## src/acl_defs.vh

```
/*
 * Shared constants for the cascadable front-end serial link: word layout,
 * channel count, control word fields and synchroniser width.
 * Assumes it is included by bare name from the design file of the link.
 */
`ifndef ACL_DEFS_VH
`define ACL_DEFS_VH

// Bits in one conversion result or control word.
`define ACL_WORD_BITS 16
// Width of the bit counter, enough for one word.
`define ACL_BIT_CW 4
// Index of the last bit of a word.
`define ACL_BIT_LAST 4'hF
// Conversion channels delivered per sample period.
`define ACL_CHANNELS 6
// Width of the word counter.
`define ACL_WORD_CW 3
// Index of the last channel word in a frame.
`define ACL_WORD_LAST 3'h5
// Width of the latched sample set, six words of sixteen bits.
`define ACL_SET_BITS 96
// Control flag: a set top bit marks a control word, clear marks data.
`define ACL_CTRL_BIT 15
// Device address field of a control word.
`define ACL_ADDR_MSB 14
`define ACL_ADDR_LSB 12
`define ACL_ADDR_W 3
// Software reset request bit of a control word.
`define ACL_SRST_BIT 11
// Number of pin inputs taken through the synchroniser.
`define ACL_SYNC_W 5
// Positions of the pins inside the synchroniser vector.
`define ACL_SY_MCLK 0
`define ACL_SY_PEN 1
`define ACL_SY_RSTN 2
`define ACL_SY_DIN 3
`define ACL_SY_IFS 4
// Reset value of the synchroniser stages: reset pin idle high.
`define ACL_SYNC_RST 5'h04

`endif

```

## src/acl_unused_check.v

```verilog
/*
 * Holds no logic: the whole serial link lives in acl_link.v.
 * Assumes nothing of its surroundings.
 */

```

## src/acl_link.v

```verilog
/*
 * Serial port logic of one six-channel front end that can sit alone or in
 * a cascade. It drives the serial clock, sends six conversion words per
 * sample period, then passes the upstream device's words through, and
 * decodes control words addressed to it.
 * Assumes: the master clock, port enable, reset, data in and in-frame
 * sync arrive as pins from outside the clk domain; the master clock is
 * much slower than clk; sample_strobe and sample_data come from the
 * converters on clk; the host keeps frame timing within cascade limits.
 */
`include "acl_defs.vh"

module acl_link #(
    // Address strap of this device in the cascade.
    parameter [`ACL_ADDR_W-1:0] DEV_ADDR = 3'h0
) (
    clk,
    sys_rst,
    afe_master_clock,
    afe_port_enable,
    afe_reset_n,
    mixed_mode,
    afe_data_in,
    afe_in_frame_sync,
    sample_strobe,
    sample_data,
    afe_serial_clock,
    afe_data_out,
    afe_out_frame_sync,
    ctrl_word,
    ctrl_word_valid,
    soft_reset_pulse,
    frame_busy
);
    input wire clk;
    input wire sys_rst;
    input wire afe_master_clock;
    input wire afe_port_enable;
    input wire afe_reset_n;
    input wire mixed_mode;
    input wire afe_data_in;
    input wire afe_in_frame_sync;
    input wire sample_strobe;
    input wire [`ACL_SET_BITS-1:0] sample_data;
    output reg afe_serial_clock;
    output reg afe_data_out;
    output reg afe_out_frame_sync;
    output reg [`ACL_WORD_BITS-1:0] ctrl_word;
    output reg ctrl_word_valid;
    output reg soft_reset_pulse;
    output reg frame_busy;

    // Transmit states: forwarding upstream data, or sending own words.
    localparam ST_PASS = 1'b0;
    localparam ST_SEND = 1'b1;

    // Three synchroniser stages; stage one is read only by stage two.
    reg [`ACL_SYNC_W-1:0] sy1_r;
    reg [`ACL_SYNC_W-1:0] sy2_r;
    reg [`ACL_SYNC_W-1:0] sy3_r;
    // Settled pin levels, updated only when stages two and three agree.
    reg [`ACL_SYNC_W-1:0] pin_r;
    wire [`ACL_SYNC_W-1:0] agree;
    wire [`ACL_SYNC_W-1:0] pin_nxt;
    // Previous settled master clock level, for rising edge detection.
    reg mclk_prev_r;
    wire mclk_rise;
    // Serial clock ticks: the edge that launches and the edge that samples.
    wire launch_tick;
    wire sample_tick;
    // Core reset: system reset, reset pin or a software reset.
    wire core_rst;

    // Latched sample set and its pending flag.
    reg [`ACL_SET_BITS-1:0] set_r;
    reg pending_r;
    reg state_r;
    reg [`ACL_BIT_CW-1:0] bit_r;
    reg [`ACL_WORD_CW-1:0] word_r;
    // Upstream bits taken on the sampling edge, used when forwarding.
    reg din_smp_r;
    reg ifs_smp_r;
    // Receiver of control words arriving on the data input.
    reg rx_act_r;
    reg [`ACL_BIT_CW-1:0] rx_cnt_r;
    reg [`ACL_WORD_BITS-1:0] rx_sh_r;

    assign agree = ~(sy2_r ^ sy3_r);
    assign pin_nxt = (agree & sy3_r) | (~agree & pin_r);
    assign mclk_rise = pin_r[`ACL_SY_MCLK] & ~mclk_prev_r;
    // The serial clock runs at half the master rate, only while enabled.
    assign launch_tick = mclk_rise & ~afe_serial_clock &
        pin_r[`ACL_SY_PEN];
    assign sample_tick = mclk_rise & afe_serial_clock;
    assign core_rst = sys_rst | ~pin_r[`ACL_SY_RSTN] | soft_reset_pulse;

    // Synchroniser and settled levels; the reset pin only takes effect
    // through this path, so a glitch shorter than two clocks is ignored.
    always @(posedge clk) begin
        if (sys_rst) begin
            sy1_r <= `ACL_SYNC_RST;
            sy2_r <= `ACL_SYNC_RST;
            sy3_r <= `ACL_SYNC_RST;
            pin_r <= `ACL_SYNC_RST;
            mclk_prev_r <= 1'b0;
        end else begin
            sy1_r <= {afe_in_frame_sync, afe_data_in, afe_reset_n,
                afe_port_enable, afe_master_clock};
            sy2_r <= sy1_r;
            sy3_r <= sy2_r;
            pin_r <= pin_nxt;
            mclk_prev_r <= pin_r[`ACL_SY_MCLK];
        end
    end

    // Serial clock generation from master clock edges. With the port
    // disabled the clock parks low, which powers the serial port down.
    always @(posedge clk) begin
        if (core_rst) begin
            afe_serial_clock <= 1'b0;
        end else if (launch_tick) begin
            afe_serial_clock <= 1'b1;
        end else if (sample_tick) begin
            afe_serial_clock <= 1'b0;
        end
    end

    // Sample set capture; a new strobe while a frame is pending simply
    // replaces the older set, since the older one is already stale.
    always @(posedge clk) begin
        if (core_rst) begin
            set_r <= {`ACL_SET_BITS{1'b0}};
            pending_r <= 1'b0;
        end else if (sample_strobe) begin
            set_r <= sample_data;
            pending_r <= 1'b1;
        end else if (launch_tick && state_r == ST_PASS && pending_r) begin
            pending_r <= 1'b0;
        end
    end

    // Upstream bits are taken on the falling serial clock edge, half a
    // period after the upstream device launched them.
    always @(posedge clk) begin
        if (core_rst) begin
            din_smp_r <= 1'b0;
            ifs_smp_r <= 1'b0;
        end else if (sample_tick) begin
            din_smp_r <= pin_r[`ACL_SY_DIN];
            ifs_smp_r <= pin_r[`ACL_SY_IFS];
        end
    end

    // Transmit machine. Own words go first, most significant bit first,
    // with the frame sync high during the first bit of each word.
    // Upstream words that arrive while own words are sent are lost; the
    // frame timing bound on the host side keeps this from happening.
    always @(posedge clk) begin
        if (core_rst) begin
            state_r <= ST_PASS;
            bit_r <= 4'h0;
            word_r <= 3'h0;
            afe_data_out <= 1'b0;
            afe_out_frame_sync <= 1'b0;
            frame_busy <= 1'b0;
        end else if (launch_tick) begin
            case (state_r)
                ST_PASS: begin
                    if (pending_r) begin
                        state_r <= ST_SEND;
                        bit_r <= 4'h1;
                        word_r <= 3'h0;
                        frame_busy <= 1'b1;
                        afe_data_out <= set_r[`ACL_SET_BITS-1];
                        afe_out_frame_sync <= 1'b1;
                    end else begin
                        afe_data_out <= din_smp_r;
                        afe_out_frame_sync <= ifs_smp_r;
                    end
                end
                ST_SEND: begin
                    afe_data_out <= set_r[`ACL_SET_BITS-1 -
                        (word_r * `ACL_WORD_BITS + bit_r)];
                    afe_out_frame_sync <= (bit_r == 4'h0);
                    bit_r <= bit_r + 4'h1;
                    if (bit_r == `ACL_BIT_LAST) begin
                        if (word_r == `ACL_WORD_LAST) begin
                            state_r <= ST_PASS;
                            frame_busy <= 1'b0;
                        end else begin
                            word_r <= word_r + 3'h1;
                        end
                    end
                end
                default: begin
                    state_r <= ST_PASS;
                end
            endcase
        end
    end

    // Control word receiver. A word starts with the in-frame sync on its
    // first bit; words pass on downstream unchanged either way, except one that
    // fires a soft reset, so every device sees every word and picks its own by address.
    always @(posedge clk) begin
        if (core_rst) begin
            rx_act_r <= 1'b0;
            rx_cnt_r <= 4'h0;
            rx_sh_r <= 16'h0000;
        end else if (sample_tick) begin
            if (!rx_act_r && pin_r[`ACL_SY_IFS]) begin
                rx_act_r <= 1'b1;
                rx_cnt_r <= 4'h1;
                rx_sh_r <= {15'h0000, pin_r[`ACL_SY_DIN]};
            end else if (rx_act_r) begin
                rx_sh_r <= {rx_sh_r[`ACL_WORD_BITS-2:0], pin_r[`ACL_SY_DIN]};
                rx_cnt_r <= rx_cnt_r + 4'h1;
                if (rx_cnt_r == `ACL_BIT_LAST) begin
                    rx_act_r <= 1'b0;
                end
            end
        end
    end

    // Decode of a completed word. The shifter holds all sixteen bits only
    // after the sampling edge that took the last one, hence this flag.
    reg rx_done_r;
    always @(posedge clk) begin
        if (core_rst) begin
            rx_done_r <= 1'b0;
        end else begin
            rx_done_r <= sample_tick & rx_act_r & (rx_cnt_r == `ACL_BIT_LAST);
        end
    end

    // Control word outputs. A software reset only acts in mixed mode; it
    // is the sole reset path when the reset pin is tied to system reset.
    always @(posedge clk) begin
        if (sys_rst || !pin_r[`ACL_SY_RSTN]) begin
            ctrl_word <= 16'h0000;
            ctrl_word_valid <= 1'b0;
            soft_reset_pulse <= 1'b0;
        end else begin
            ctrl_word_valid <= 1'b0;
            soft_reset_pulse <= 1'b0;
            if (rx_done_r && rx_sh_r[`ACL_CTRL_BIT] &&
                rx_sh_r[`ACL_ADDR_MSB:`ACL_ADDR_LSB] == DEV_ADDR) begin
                ctrl_word <= rx_sh_r;
                ctrl_word_valid <= 1'b1;
                soft_reset_pulse <= mixed_mode & rx_sh_r[`ACL_SRST_BIT];
            end
        end
    end
endmodule

```

## config.mk

```make
export PLATFORM = sky130hd
export DESIGN_NAME = acl_link
export DESIGN_NICKNAME = d
export VERILOG_FILES = /design/src/acl_unused_check.v /design/src/acl_link.v
export VERILOG_INCLUDE_DIRS = /design/src
export SDC_FILE = /design/constraint.sdc
export NUM_CORES = 1
export LEC_CHECK = 0
export BUFFER_PORTS_ARGS = -buffer_cell sky130_fd_sc_hd__buf_2
export CORE_ASPECT_RATIO = 0.6
export CORE_UTILIZATION = 45
export DETAILED_ROUTE_END_ITERATION = 16
export GPL_TIMING_DRIVEN = 0
export MAX_ROUTING_LAYER = met4
export PLACE_DENSITY_LB_ADDON = 0.1
export SLEW_MARGIN = 20
export SYNTH_ARGS = -nofsm -noshare
export SYNTH_HDL_FRONTEND = slang
export SYNTH_SLANG_ARGS = --single-unit
export TNS_END_PERCENT = 10
```

## constraint.sdc

```tcl
create_clock -name clk -period 2.47 [get_ports clk]
set_input_delay 0.1235 -clock clk [delete_from_list [all_inputs] [get_ports clk]]
set_output_delay 0.1235 -clock clk [all_outputs]
set_load 0.05 [all_outputs]
```

# == Word-level counts from Yosys, hierarchy flattened ==
# Index checks and enable logic that the tools add are counted.
# word_totals
regBits,172
in_bits,105
out_inout_bits,22
word_cells,106
# classes
addsub,5
magnitude_cmp,1
n_eq_ne,7
muxes,32
bitwise_logic,20
n_reduce_logical,18
# op_table
op,count
"32-bit by 8-bit < comparator with 1-bit output, second input constant",1
16-bit two-way mux,2
1-bit two-way mux,17
4-bit two-way mux,3
5-bit AND,2
5-bit NOT,2
3-bit two-way mux,3
"7-bit by 8-bit subtractor with 9-bit output, first input constant",1
"4-bit by 1-bit adder with 4-bit output, second input constant",2
7-bit by 4-bit adder with 8-bit output,1
"4-bit equality test, second input constant",2
1-bit one-hot mux with 2 select lines,4
4-bit one-hot mux with 2 select lines,1
4-bit AND reduction,2
1-bit AND,7
1-bit binary-select mux with 7-bit select,1
3-bit one-hot mux with 2 select lines,1
2-bit nonzero test,3
1-bit logical AND,5
1-bit NOT,5
5-bit bitwise OR,1
5-bit bitwise XOR,1
4-bit zero test,1
"2-bit by 1-bit inequality test with 1-bit output, second input constant",2
9 further kinds,13

# == Logic depth before layout (Yosys ltp) ==
# Gate-level depths: netlist (run 1).
# logic_depth
depth_word,8
ltp_mapped,12
depth_no_buf,9

# == Worst setup path after synthesis (run 1) ==
# OpenSTA, ideal clock, no wires.
# synth_path
path_kind,register to register
startpoint,register bit_r[1]
endpoint,register afe_data_out
setup_ps,124
arrival_ps,2496
required_ps,2346
setup_slack_ps,-150
path_stages_with_launch,12
path_buffers,3
path_cell_list,dfxtp_1 > buf_6 > buf_6 > inv_1 > ha_1 > buf_6 > or2_2 > o22ai_1 > a21oi_1 > a221o_1 > a211oi_1 > o31ai_1
# synth_via
elab_chain_cells,5
# synth_lines
element,line_no,source
"start, declared",acl_link.v:78,reg [`ACL_BIT_CW-1:0] bit_r;
"start signal, assigned",acl_link.v:185,bit_r <= bit_r + 4'h1;
7-bit by 4-bit adder with 8-bit output,acl_link.v:183,(word_r * `ACL_WORD_BITS + bit_r)];
7-bit by 8-bit subtractor with 9-bit output (no line),-,
1-bit binary-select mux with 7-bit select,acl_link.v:182,afe_data_out <= set_r[`ACL_SET_BITS-1 -
1-bit two-way mux,acl_link.v:182,
1-bit one-hot mux with 2 select lines,acl_link.v:167,case (state_r)
"end signal, assigned",acl_link.v:174,afe_data_out <= set_r[`ACL_SET_BITS-1];
"end signal, assigned",acl_link.v:177,afe_data_out <= din_smp_r;
"end signal, assigned",acl_link.v:182,
"end, declared",acl_link.v:46,output reg afe_data_out;
# No other way between the ends. The select of a mux whose other input is x is not followed.
# A chain may end at the register's enable or synchronous reset.

# == Final worst setup path (run 1) ==
# Same ends and word-level chain as after synthesis.

==> results.json, run 1 <==
{
  "ant_nets": 0,
  "grt.total_usage_pct": 24.5,
  "top_usage_layer": "met1",
  "async_reset_ff_share_pct": 0,
  "crit_family": "compound AO/OA/AOI/OAI gates",
  "syn_to_final_growth_pct": 37.9,
  "worstHoldPathType": "in -> reg",
  "cp.arrival_ps": 2730,
  "syn_nets": 807,
  "powerDensity_nw_per_um2": 647,
  "critPathKind": "reg -> reg",
  "rows": 35,
  "cts_tree": "built",
  "cts_root_buffer": "clkbuf_16",
  "synth.most_common_cell": "dfxtp_1",
  "synth_edf_count": 0,
  "finalClockSkew_ps": 12.0,
  "yosysTopAreaCell": "dfxtp_1",
  "htree_levels": 4,
  "critPathRequiredTime_ps": 2780,
  "cts_buffers": 17,
  "cts.path.max_buffers": 2,
  "rsz0062_at_grt": "yes",
  "met3_usage_pct": 5.50,
  "ys_ff_latch": 172,
  "grt_pass1_vias": 5672,
  "grt_pass1_wl_mm": 29.6,
  "drc": 0,
  "dr_total_vias": 5818,
  "ys_top_cells_by_count": "dfxtp_1 (172), nor2_1 (144), mux2i_1 (120), clkbuf_1 (27)",
  "num_io_pins": 127,
  "cts.clk_slew.worst_paths_ps": 70,
  "synth_area_leaders": "dfxtp_1 (48%), mux2i_1 (17%), nor2_1 (7.6%)",
  "finalWirelength_mm": 18.9,
  "die_area_sq_um": 16300,
  "grt_max_degree": 18,
  "final_max_slew_viol_count": 0,
  "vdd_drop_max_uv": 303,
  "drtPass1Iterations": 5,
  "setup_viol": 0,
  "max_stage_delay_ps": 490,
  "grt.overflow.total": 0,
  "status": "complete, no violations",
  "tightest_slew_ps": 829,
  "hpwl_mm": 13.1,
  "layout-drive-gt1-share_pct": 22.7,
  "diodes": 0,
  "max_freq_ghz": 0.415,
  "finalCriticalPeriod_ps": 2410,
  "detail_route.iter0.violations": 331,
  "chipWidth_um": 164,
  "p_leak_uw": 0.00444,
  "coreArea_sq_um": 15400,
  "via_per_inst": 5.03,
  "use_met2_pct": 34.7,
  "maxSlewHeadroom_pct": 44.7,
  "synth-warning-count": 0,
  "gp_congestion": 0.842,
  "yosysUniqueCellTypes": 53,
  "crit_buf_inv": 2,
  "dp.cells": 1014,
  "syn_inst": 686,
  "clk_latency_ps": 430,
  "die_h_um": 99.4,
  "avgSynthCellArea_sq_um": 10.4,
  "finalCritPeriodShare_pct": 97.6,
  "crit_chain": "clkinvlp_4 > ha_4 > buf_12 > mux4_2 > nor2_1 > a2111oi_1 > o21ai_1 > nand4_1 > a211oi_2 > o31ai_1",
  "synthesis.area_sq_um": 7110,
  "fin_cells": 1156,
  "portBuffers": 125,
  "synth_seq_area_share_pct": 48.4,
  "antenna_found_initial": 0,
  "crit_fanout": 4,
  "fin_ws_ps": 58.1,
  "end_kind": "flip-flop",
  "dp_slack_ps": -627,
  "hold_viol_final": 0,
  "wl_per_cell_um": 16.3,
  "nets": 1061,
  "start_util_pct": 46.2,
  "cap_violations": 0,
  "use_met1_pct": 35.5,
  "slowest_stage": "mux4_2",
  "clock-sinks": 172,
  "synth_top_flop_cell": "dfxtp_1",
  "synth_top_area_share_pct": 48.4,
  "cp-start-kind": "flip-flop"
}
kinds of logic (layout without fill, tap and decap cells):
group                      Yosys count  in the layout  share of synthesized area (%)
AOI/OAI and AO/OA                   75             75                           7.02
xor gates and xnor gates             6              6                          0.739
adders and majority gates           16             16                           2.82
buffers and inverters               53            320                           3.54
DFF                                172            172                           48.4
muxes                              147            147                           24.2
and+or+nand+nor                    217            217                           13.2
tightest hold or removal path, delay by kind of cell:
kind	cells	cell delay, ps
mux	1	90
simple gates	1	90
buf+inv	1	120
final cells by class:
class	count	area (sq um)
Sequential cell	172	3450
Timing Repair Buffer	237	1760
Fill cell	1248	5570
Multi-Input combinational cell	461	3460
Clock inverter	14	190
Buffer	41	210
Inverter	10	41.3
Clock buffer	18	439
Tap cell	203	254
placed cells by master (no fill, tap or decap), types with 3 or more instances in the layout:
cell             n
nand3_1          6
nand2b_1         3
dlygate4sd3_1  102
o22ai_1          4
clkbuf_16       18
buf_2          130
nor3_1           3
mux4_1           7
a22o_1          15
or2_2            3
a21oi_1         21
buf_4            8
nor2_1         144
inv_1            9
buf_1            4
o21ai_0         11
mux2i_1        118
buf_6            3
mux4_2          10
inv_6            8
dfxtp_1        170
o21ai_1          3
nor2b_1         16
xnor2_1          5
clkbuf_1        26
and3_1           6
ha_1            15
nand2_1         22
bufinv_16        3
mux2_2          10
per-stage QoR:
stage | area [sq um] | TNS (ps) | total power, uW | hold WS, ps | util [%]
final | 9800 | 0 | 6340 | 40.1 | 63.8
after global routing | 9800 | -57.9 | 6540 | 27.0 | 63.8
after CTS | 9740 | 0 | 6360 | 22.3 | 63.4
after detailed placement | 8000 | -627 | 3400 | 315 | 52.1
after global placement | 8000 | -641 | 3380 | 310 | 52.1
after floorplan | 7120 | 0 | 3230 | 195 | -
sequential cells by signal, indices dropped and copies added (netlist names), 3 cells and up, named ones only:
| signal | cells |
|---|---|
| sy3_r | 5 |
| sy1_r | 5 |
| bit_r | 4 |
| ctrl_word | 16 |
| set_r | 96 |
| rx_cnt_r | 4 |
| rx_sh_r | 16 |
| word_r | 3 |
| sy2_r | 5 |
where the power goes:
part / leakage [uW] / switching, uW / internal, uW / total (uW)
clock network: 0.000308 / 1200 / 1660 / 2860
registers: 0.00141 / 55.7 / 2880 / 2930
logic: 0.00272 / 233 / 309 / 542
total: 0.00444 / 1490 / 4850 / 6340
routing by layer:
layer | vias to the layer above | share of wire [%]
met1 | 2768 | 53
met3 | 15 | 5.6
met4 | 0 | 0.63
li1 | 2880 | -
met5 | - | 0
met2 | 155 | 41
worst paths after layout:
check,startpoint,endpoint,slack (ps),cells past startpoint
hold reg to reg,sy1_r[2],sy2_r[2],410,1
setup reg to reg,bit_r[1],afe_data_out,60,10
hold / removal,sample_data[87],set_r[87],40,3
setup / recovery,bit_r[1],afe_data_out,60,10
timing repair:
action	CTS	global route
gates resized for setup	17	11
setup endpoints to repair	1	1
setup buffers	5	4
hold endpoints to repair	102	0
cloned	0	1
pin swaps	2	9
hold buffers	102	0
No activity file was read; power rests on OpenSTA's default activity.
==> run 2, diff against run 1 <==
--- a/config.mk
+++ b/config.mk
@@ -9,6 +9,7 @@
 export BUFFER_PORTS_ARGS = -buffer_cell sky130_fd_sc_hd__buf_2
 export CORE_ASPECT_RATIO = 0.6
 export CORE_UTILIZATION = 45
+export CTS_BUF_LIST = sky130_fd_sc_hd__clkbuf_2
 export DETAILED_ROUTE_END_ITERATION = 16
 export GPL_TIMING_DRIVEN = 0
 export MAX_ROUTING_LAYER = met4
==> run 2 against run 1 <==
Compared with the run above: clock-buffer cell count down 1; clock power down 42%; clock skew up 35 ps; power down 19%; critical endpoint unchanged; largest cell class unchanged; critical path depth unchanged; sequential power about the same.
==> results.json, run 2 (synthesized netlist as in run 1, its figures left out) <==
{
  "htree_levels": 4,
  "dp_slack_ps": -627,
  "crit_family": "compound AO/OA/AOI/OAI gates",
  "status": "complete, no violations",
  "coreArea_sq_um": 15400,
  "most-common-layout-cells": "dfxtp_1 (170), nor2_1 (143), buf_2 (130)",
  "cts_buffers": 17,
  "grt.total_usage_pct": 24.2,
  "ant_nets": 0,
  "fin_cells": 1157,
  "dr_total_vias": 5794,
  "grt_pass1_vias": 5676,
  "cap_violations": 0,
  "tightest_slew_ps": 819,
  "maxSlewHeadroom_pct": 45.4,
  "num_io_pins": 127,
  "cts_root_buffer": "clkbuf_2",
  "diodes": 0,
  "chipWidth_um": 164,
  "post-route-util_pct": 61.6,
  "final_common_cell": "dfxtp_1",
  "grt.overflow.total": 0,
  "cts.clk_slew.worst_paths_ps": 280,
  "power_uw": 5150,
  "die_area_sq_um": 16300,
  "grt_pass1_wl_mm": 29.3,
  "crit_fanout": 10,
  "regMostFlops": "set_r",
  "gp_congestion": 0.842,
  "worstHoldPathType": "in -> reg",
  "end_kind": "flip-flop",
  "grt_max_degree": 18,
  "max_freq_ghz": 0.417,
  "cts.path.max_buffers": 2,
  "cts_tree": "built",
  "die_h_um": 99.4,
  "rows": 35,
  "powerDensity_nw_per_um2": 545,
  "antenna_found_initial": 0,
  "final_max_slew_viol_count": 0,
  "via_per_inst": 5.01,
  "top_regs": "set_r (96), ctrl_word (16), rx_sh_r (16)",
  "syn_to_final_growth_pct": 33.2,
  "finalClockSkew_ps": 46.7,
  "slowest_stage": "dfxtp_4",
  "dp.cells": 1014,
  "cp.arrival_ps": 3040,
  "layout-drive-gt1-share_pct": 22.3,
  "clock-sinks": 172,
  "fin_setup_tns_ps": 0,
  "crit_buf_inv": 3,
  "start_util_pct": 46.2,
  "drc": 0,
  "hpwl_mm": 13.1,
  "finalCritPeriodShare_pct": 97.1,
  "p_leak_uw": 0.00432,
  "finalWirelength_mm": 18.6,
  "crit_chain": "clkinvlp_4 > ha_4 > buf_12 > buf_6 > a2111oi_2 > a2111oi_1 > o21ai_1 > nand4_1 > a211oi_2 > o31ai_1",
  "finalCriticalPeriod_ps": 2400,
  "portBuffers": 125,
  "hold_viol_final": 0,
  "cp-start-kind": "flip-flop",
  "vdd_drop_max_uv": 318,
  "detail_route.iter0.violations": 308,
  "drtPass1Iterations": 4,
  "largest_reg_flops": 96,
  "rsz0062_at_grt": "yes",
  "nets": 1062,
  "critPathKind": "reg -> reg",
  "max_stage_delay_ps": 450,
  "fin_ws_ps": 70.9,
  "wl_per_cell_um": 16.1,
  "setup_viol": 0,
  "clk_latency_ps": 730,
  "critPathRequiredTime_ps": 3110
}
## run 2: cell count changes in the layout (fill, tap and decap cells not counted), sizes merged
cell | previous run | this run
buf | 148 | 145
bufbuf | 0 | 1
clkbuf | 46 | 44
clkinv | 0 | 1
dlygate4sd3 | 102 | 106
## run 2: worst paths after layout
check / startpoint / end / slack [ps] / cells past startpoint
max reg2reg: bit_r[1] / afe_data_out / 70 / 10
min reg2reg: sy1_r[2] / sy2_r[2] / 450 / 1
max: bit_r[1] / afe_data_out / 70 / 10
min: sample_strobe / set_r[18] / 120 / 4
## run 2: where the power goes
group	switching (uW)	internal (uW)
registers	54.3	2890
clock network	1060	605
logic	232	313
## run 2: layout make-up
class	instances	area, sq um
repair buffers	238	1760
fillers	1302	5910
well taps	203	254
plain buffers	41	210
flip-flops and latches	172	3450
inverters	10	41.3
multi-input cells	461	3470
clock inverters	15	194
clock buffers	17	85.1
## run 2: repair_timing
item / CTS / global route
endpoints found under the hold margin: 123 / 0
hold buffers: 106 / 0
buffers inserted: 5 / 1
cloned: 1 / 0
pin swaps: 5 / 8
setup endpoints to repair: 1 / 2
resized for setup: 22 / 6
## run 2: tightest hold or removal path, cell delays in order
cell	delay (ps)
clkbuf_1	200
buf_2	290
mux2i_1	170
nor2_1	50
## run 2: layer usage
metal	up-vias	track usage, %	part of all wire [%]
li1	2889	-	-
met1	2725	35.5	53
met2	171	34.6	41
met3	9	5.17	6.0
met4	0	3.85	0.50
met5	-	-	0
## run 2: metrics by stage
stage               cell area (sq um)  hold slack, ps
global route                     9470            51.9
finish                           9470             119
global placement                 8000             310
floorplan                        7120             195
detailed placement               8000             315
CTS                              9490            39.7
==> run 3, diff against run 2 <==
==> constraint.sdc (replaced) <==
create_clock -name clk -period 2.3 [get_ports clk]
set_input_delay 0.115 -clock clk [delete_from_list [all_inputs] [get_ports clk]]
set_output_delay 0.115 -clock clk [all_outputs]
set_load 0.05 [all_outputs]
==> run 3 against run 2 <==
Compared with the run above: the run now ends with setup timing left; non-clock buffer count unchanged; setup slack got worse by 190 ps; power is 1.7% higher; sequential power is 7.5% higher; sequential share of layout area rose by 0.072 points; core utilization is 0.12 points lower; combinational power grew 7.7%; first-iteration DRC count grew 11%; die area is the same; via count is 1.5% higher; hold slack got worse by 45 ps; clock skew shrank 15 ps.
==> results.json, run 3 (synthesized netlist as in run 1, its figures left out) <==
{
  "reg2reg_to": "afe_data_out",
  "hpwl_mm": 13.3,
  "cts_buffers": 17,
  "cts.clk_slew.worst_paths_ps": 270,
  "max_freq_ghz": 0.414,
  "start_util_pct": 46.2,
  "rrSetupSlack_ps": -110,
  "drc": 0,
  "dp_slack_ps": -509,
  "die_h_um": 99.4,
  "drtPass1Iterations": 5,
  "cts_tree": "built",
  "p_leak_uw": 0.00429,
  "gp_congestion": 0.843,
  "largest_reg_flops": 96,
  "vdd_drop_max_uv": 347,
  "dr_total_vias": 5879,
  "grt_pass1_wl_mm": 29.4,
  "layout-drive-gt1-share_pct": 22.4,
  "cp-start-kind": "flip-flop",
  "setup_viol": 1,
  "violations": "setup timing",
  "crit_end": "afe_data_out",
  "finalWirelength_mm": 18.8,
  "cts_root_buffer": "clkbuf_2",
  "cap_violations": 0,
  "cts.path.max_buffers": 2,
  "top_regs": "set_r (96), ctrl_word (16), rx_sh_r (16)",
  "use_met1_pct": 35.5,
  "tightest_slew_ps": 837,
  "final_max_slew_viol_count": 0,
  "wl_per_cell_um": 16.3,
  "coreArea_sq_um": 15400,
  "die_area_sq_um": 16300,
  "fin_setup_tns_ps": -114,
  "rr_startpoint": "bit_r[1]",
  "portBuffers": 125,
  "powerDensity_nw_per_um2": 555,
  "ant_nets": 0,
  "end_kind": "flip-flop",
  "status": "finished, violations left",
  "num_io_pins": 127,
  "via_per_inst": 5.08,
  "crit_fanout": 5,
  "grt_max_degree": 18,
  "grt.overflow.total": 0,
  "diodes": 0,
  "rows": 35,
  "detail_route.iter0.violations": 341,
  "rsz0062_at_grt": "yes",
  "worstHoldPathType": "in -> reg",
  "multi_input_area_sq_um": 3490,
  "cp.arrival_ps": 3070,
  "grt.total_usage_pct": 24.5,
  "critPathRequiredTime_ps": 2960,
  "cp-startpoint": "bit_r[1]",
  "regMostFlops": "set_r",
  "regArea_sq_um": 3450,
  "clk_latency_ps": 750,
  "finalCriticalPeriod_ps": 2410,
  "power_uw": 5240,
  "chipWidth_um": 164,
  "fillers": 1291,
  "final_common_cell": "dfxtp_1",
  "maxSlewHeadroom_pct": 44.2,
  "fin_ws_ps": -114,
  "hold_viol_final": 0,
  "met3_usage_pct": 5.34,
  "finalClockSkew_ps": 31.3,
  "most-common-layout-cells": "dfxtp_1 (170), nor2_1 (142), buf_2 (131)",
  "antenna_found_initial": 0,
  "use_met2_pct": 34.6,
  "critPathKind": "reg -> reg",
  "top_usage_layer": "met1",
  "htree_levels": 4,
  "syn_to_final_growth_pct": 32.9,
  "clock-sinks": 172,
  "finalCritPeriodShare_pct": 105,
  "reg2reg_depth": 11,
  "nets": 1062,
  "grt_pass1_vias": 5615
}
==> run 3: how the worst min path moves through the flow <==
stage	startpoint	endpoint	slack (ps)	cells past startpoint
after floorplan	sys_rst	mclk_prev_r	190	1
after global placement	afe_reset_n	sy1_r[2]	300	2
after detailed placement	afe_reset_n	sy1_r[2]	310	2
after CTS	sample_strobe	set_r[16]	30	4
after global routing	sample_data[71]	set_r[71]	40	4
final	sample_strobe	set_r[16]	70	4
==> run 3: per-layer routing <==
| layer | wire length (um) | vias to the layer above |
|---|---|---|
| met4 | 131 | 0 |
| met1 | 9820 | 2790 |
| met2 | 7720 | 177 |
| met3 | 1140 | 10 |
| met5 | 0 | - |
| li1 | - | 2902 |
==> run 3: final cells by class <==
class | count | share of cell area (%)
buffer | 43 | 2.68
clock buffer | 17 | 0.901
clock inverter | 15 | 1.36
inverter | 10 | 0.477
multi-input combinational | 461 | 37.0
sequential | 172 | 36.5
tap | 203 | 2.69
timing repair buffer | 236 | 18.4
==> run 3: what timing repair did <==
item | CTS | global route
hold buffers | 105 | 1
setup buffers | 4 | 0
pin swaps | 6 | 1
endpoints found under the hold margin | 123 | 1
setup endpoints to repair | 5 | 12
cloned | 0 | 1
resized for setup | 19 | 8
==> run 3: report_power, final <==
group / leakage, uW / total [uW] / switching [uW] / internal, uW
logic: 0.00276 / 587 / 250 / 337
registers: 0.00141 / 3160 / 58.7 / 3100
clock network: 0.000128 / 1490 / 1170 / 327
total: 0.00429 / 5240 / 1480 / 3770
==> run 3: critical path, stage by stage (launching register included) <==
cell	delay [ps]
dfxtp_4	410
buf_12	100
buf_12	110
inv_8	40
ha_4	320
buf_12	150
mux4_2	320
nor2_1	110
o21ai_1	100
a221o_1	340
a211oi_2	230
o31ai_1	80
==> run 3: stage by stage <==
stage / utilization, % / std cells / instance area [sq um] / hold slack [ps]
4_1_cts: 61.0 / 1155 / 9380 / 29.1
6_report: 61.5 / 1157 / 9450 / 74.3
3_3_place_gp: 52.2 / 1014 / 8020 / 301
3_5_place_dp: 52.2 / 1014 / 8020 / 305
5_1_grt: 61.5 / 1157 / 9450 / 39.8
2_1_floorplan: - / 686 / 7140 / 187
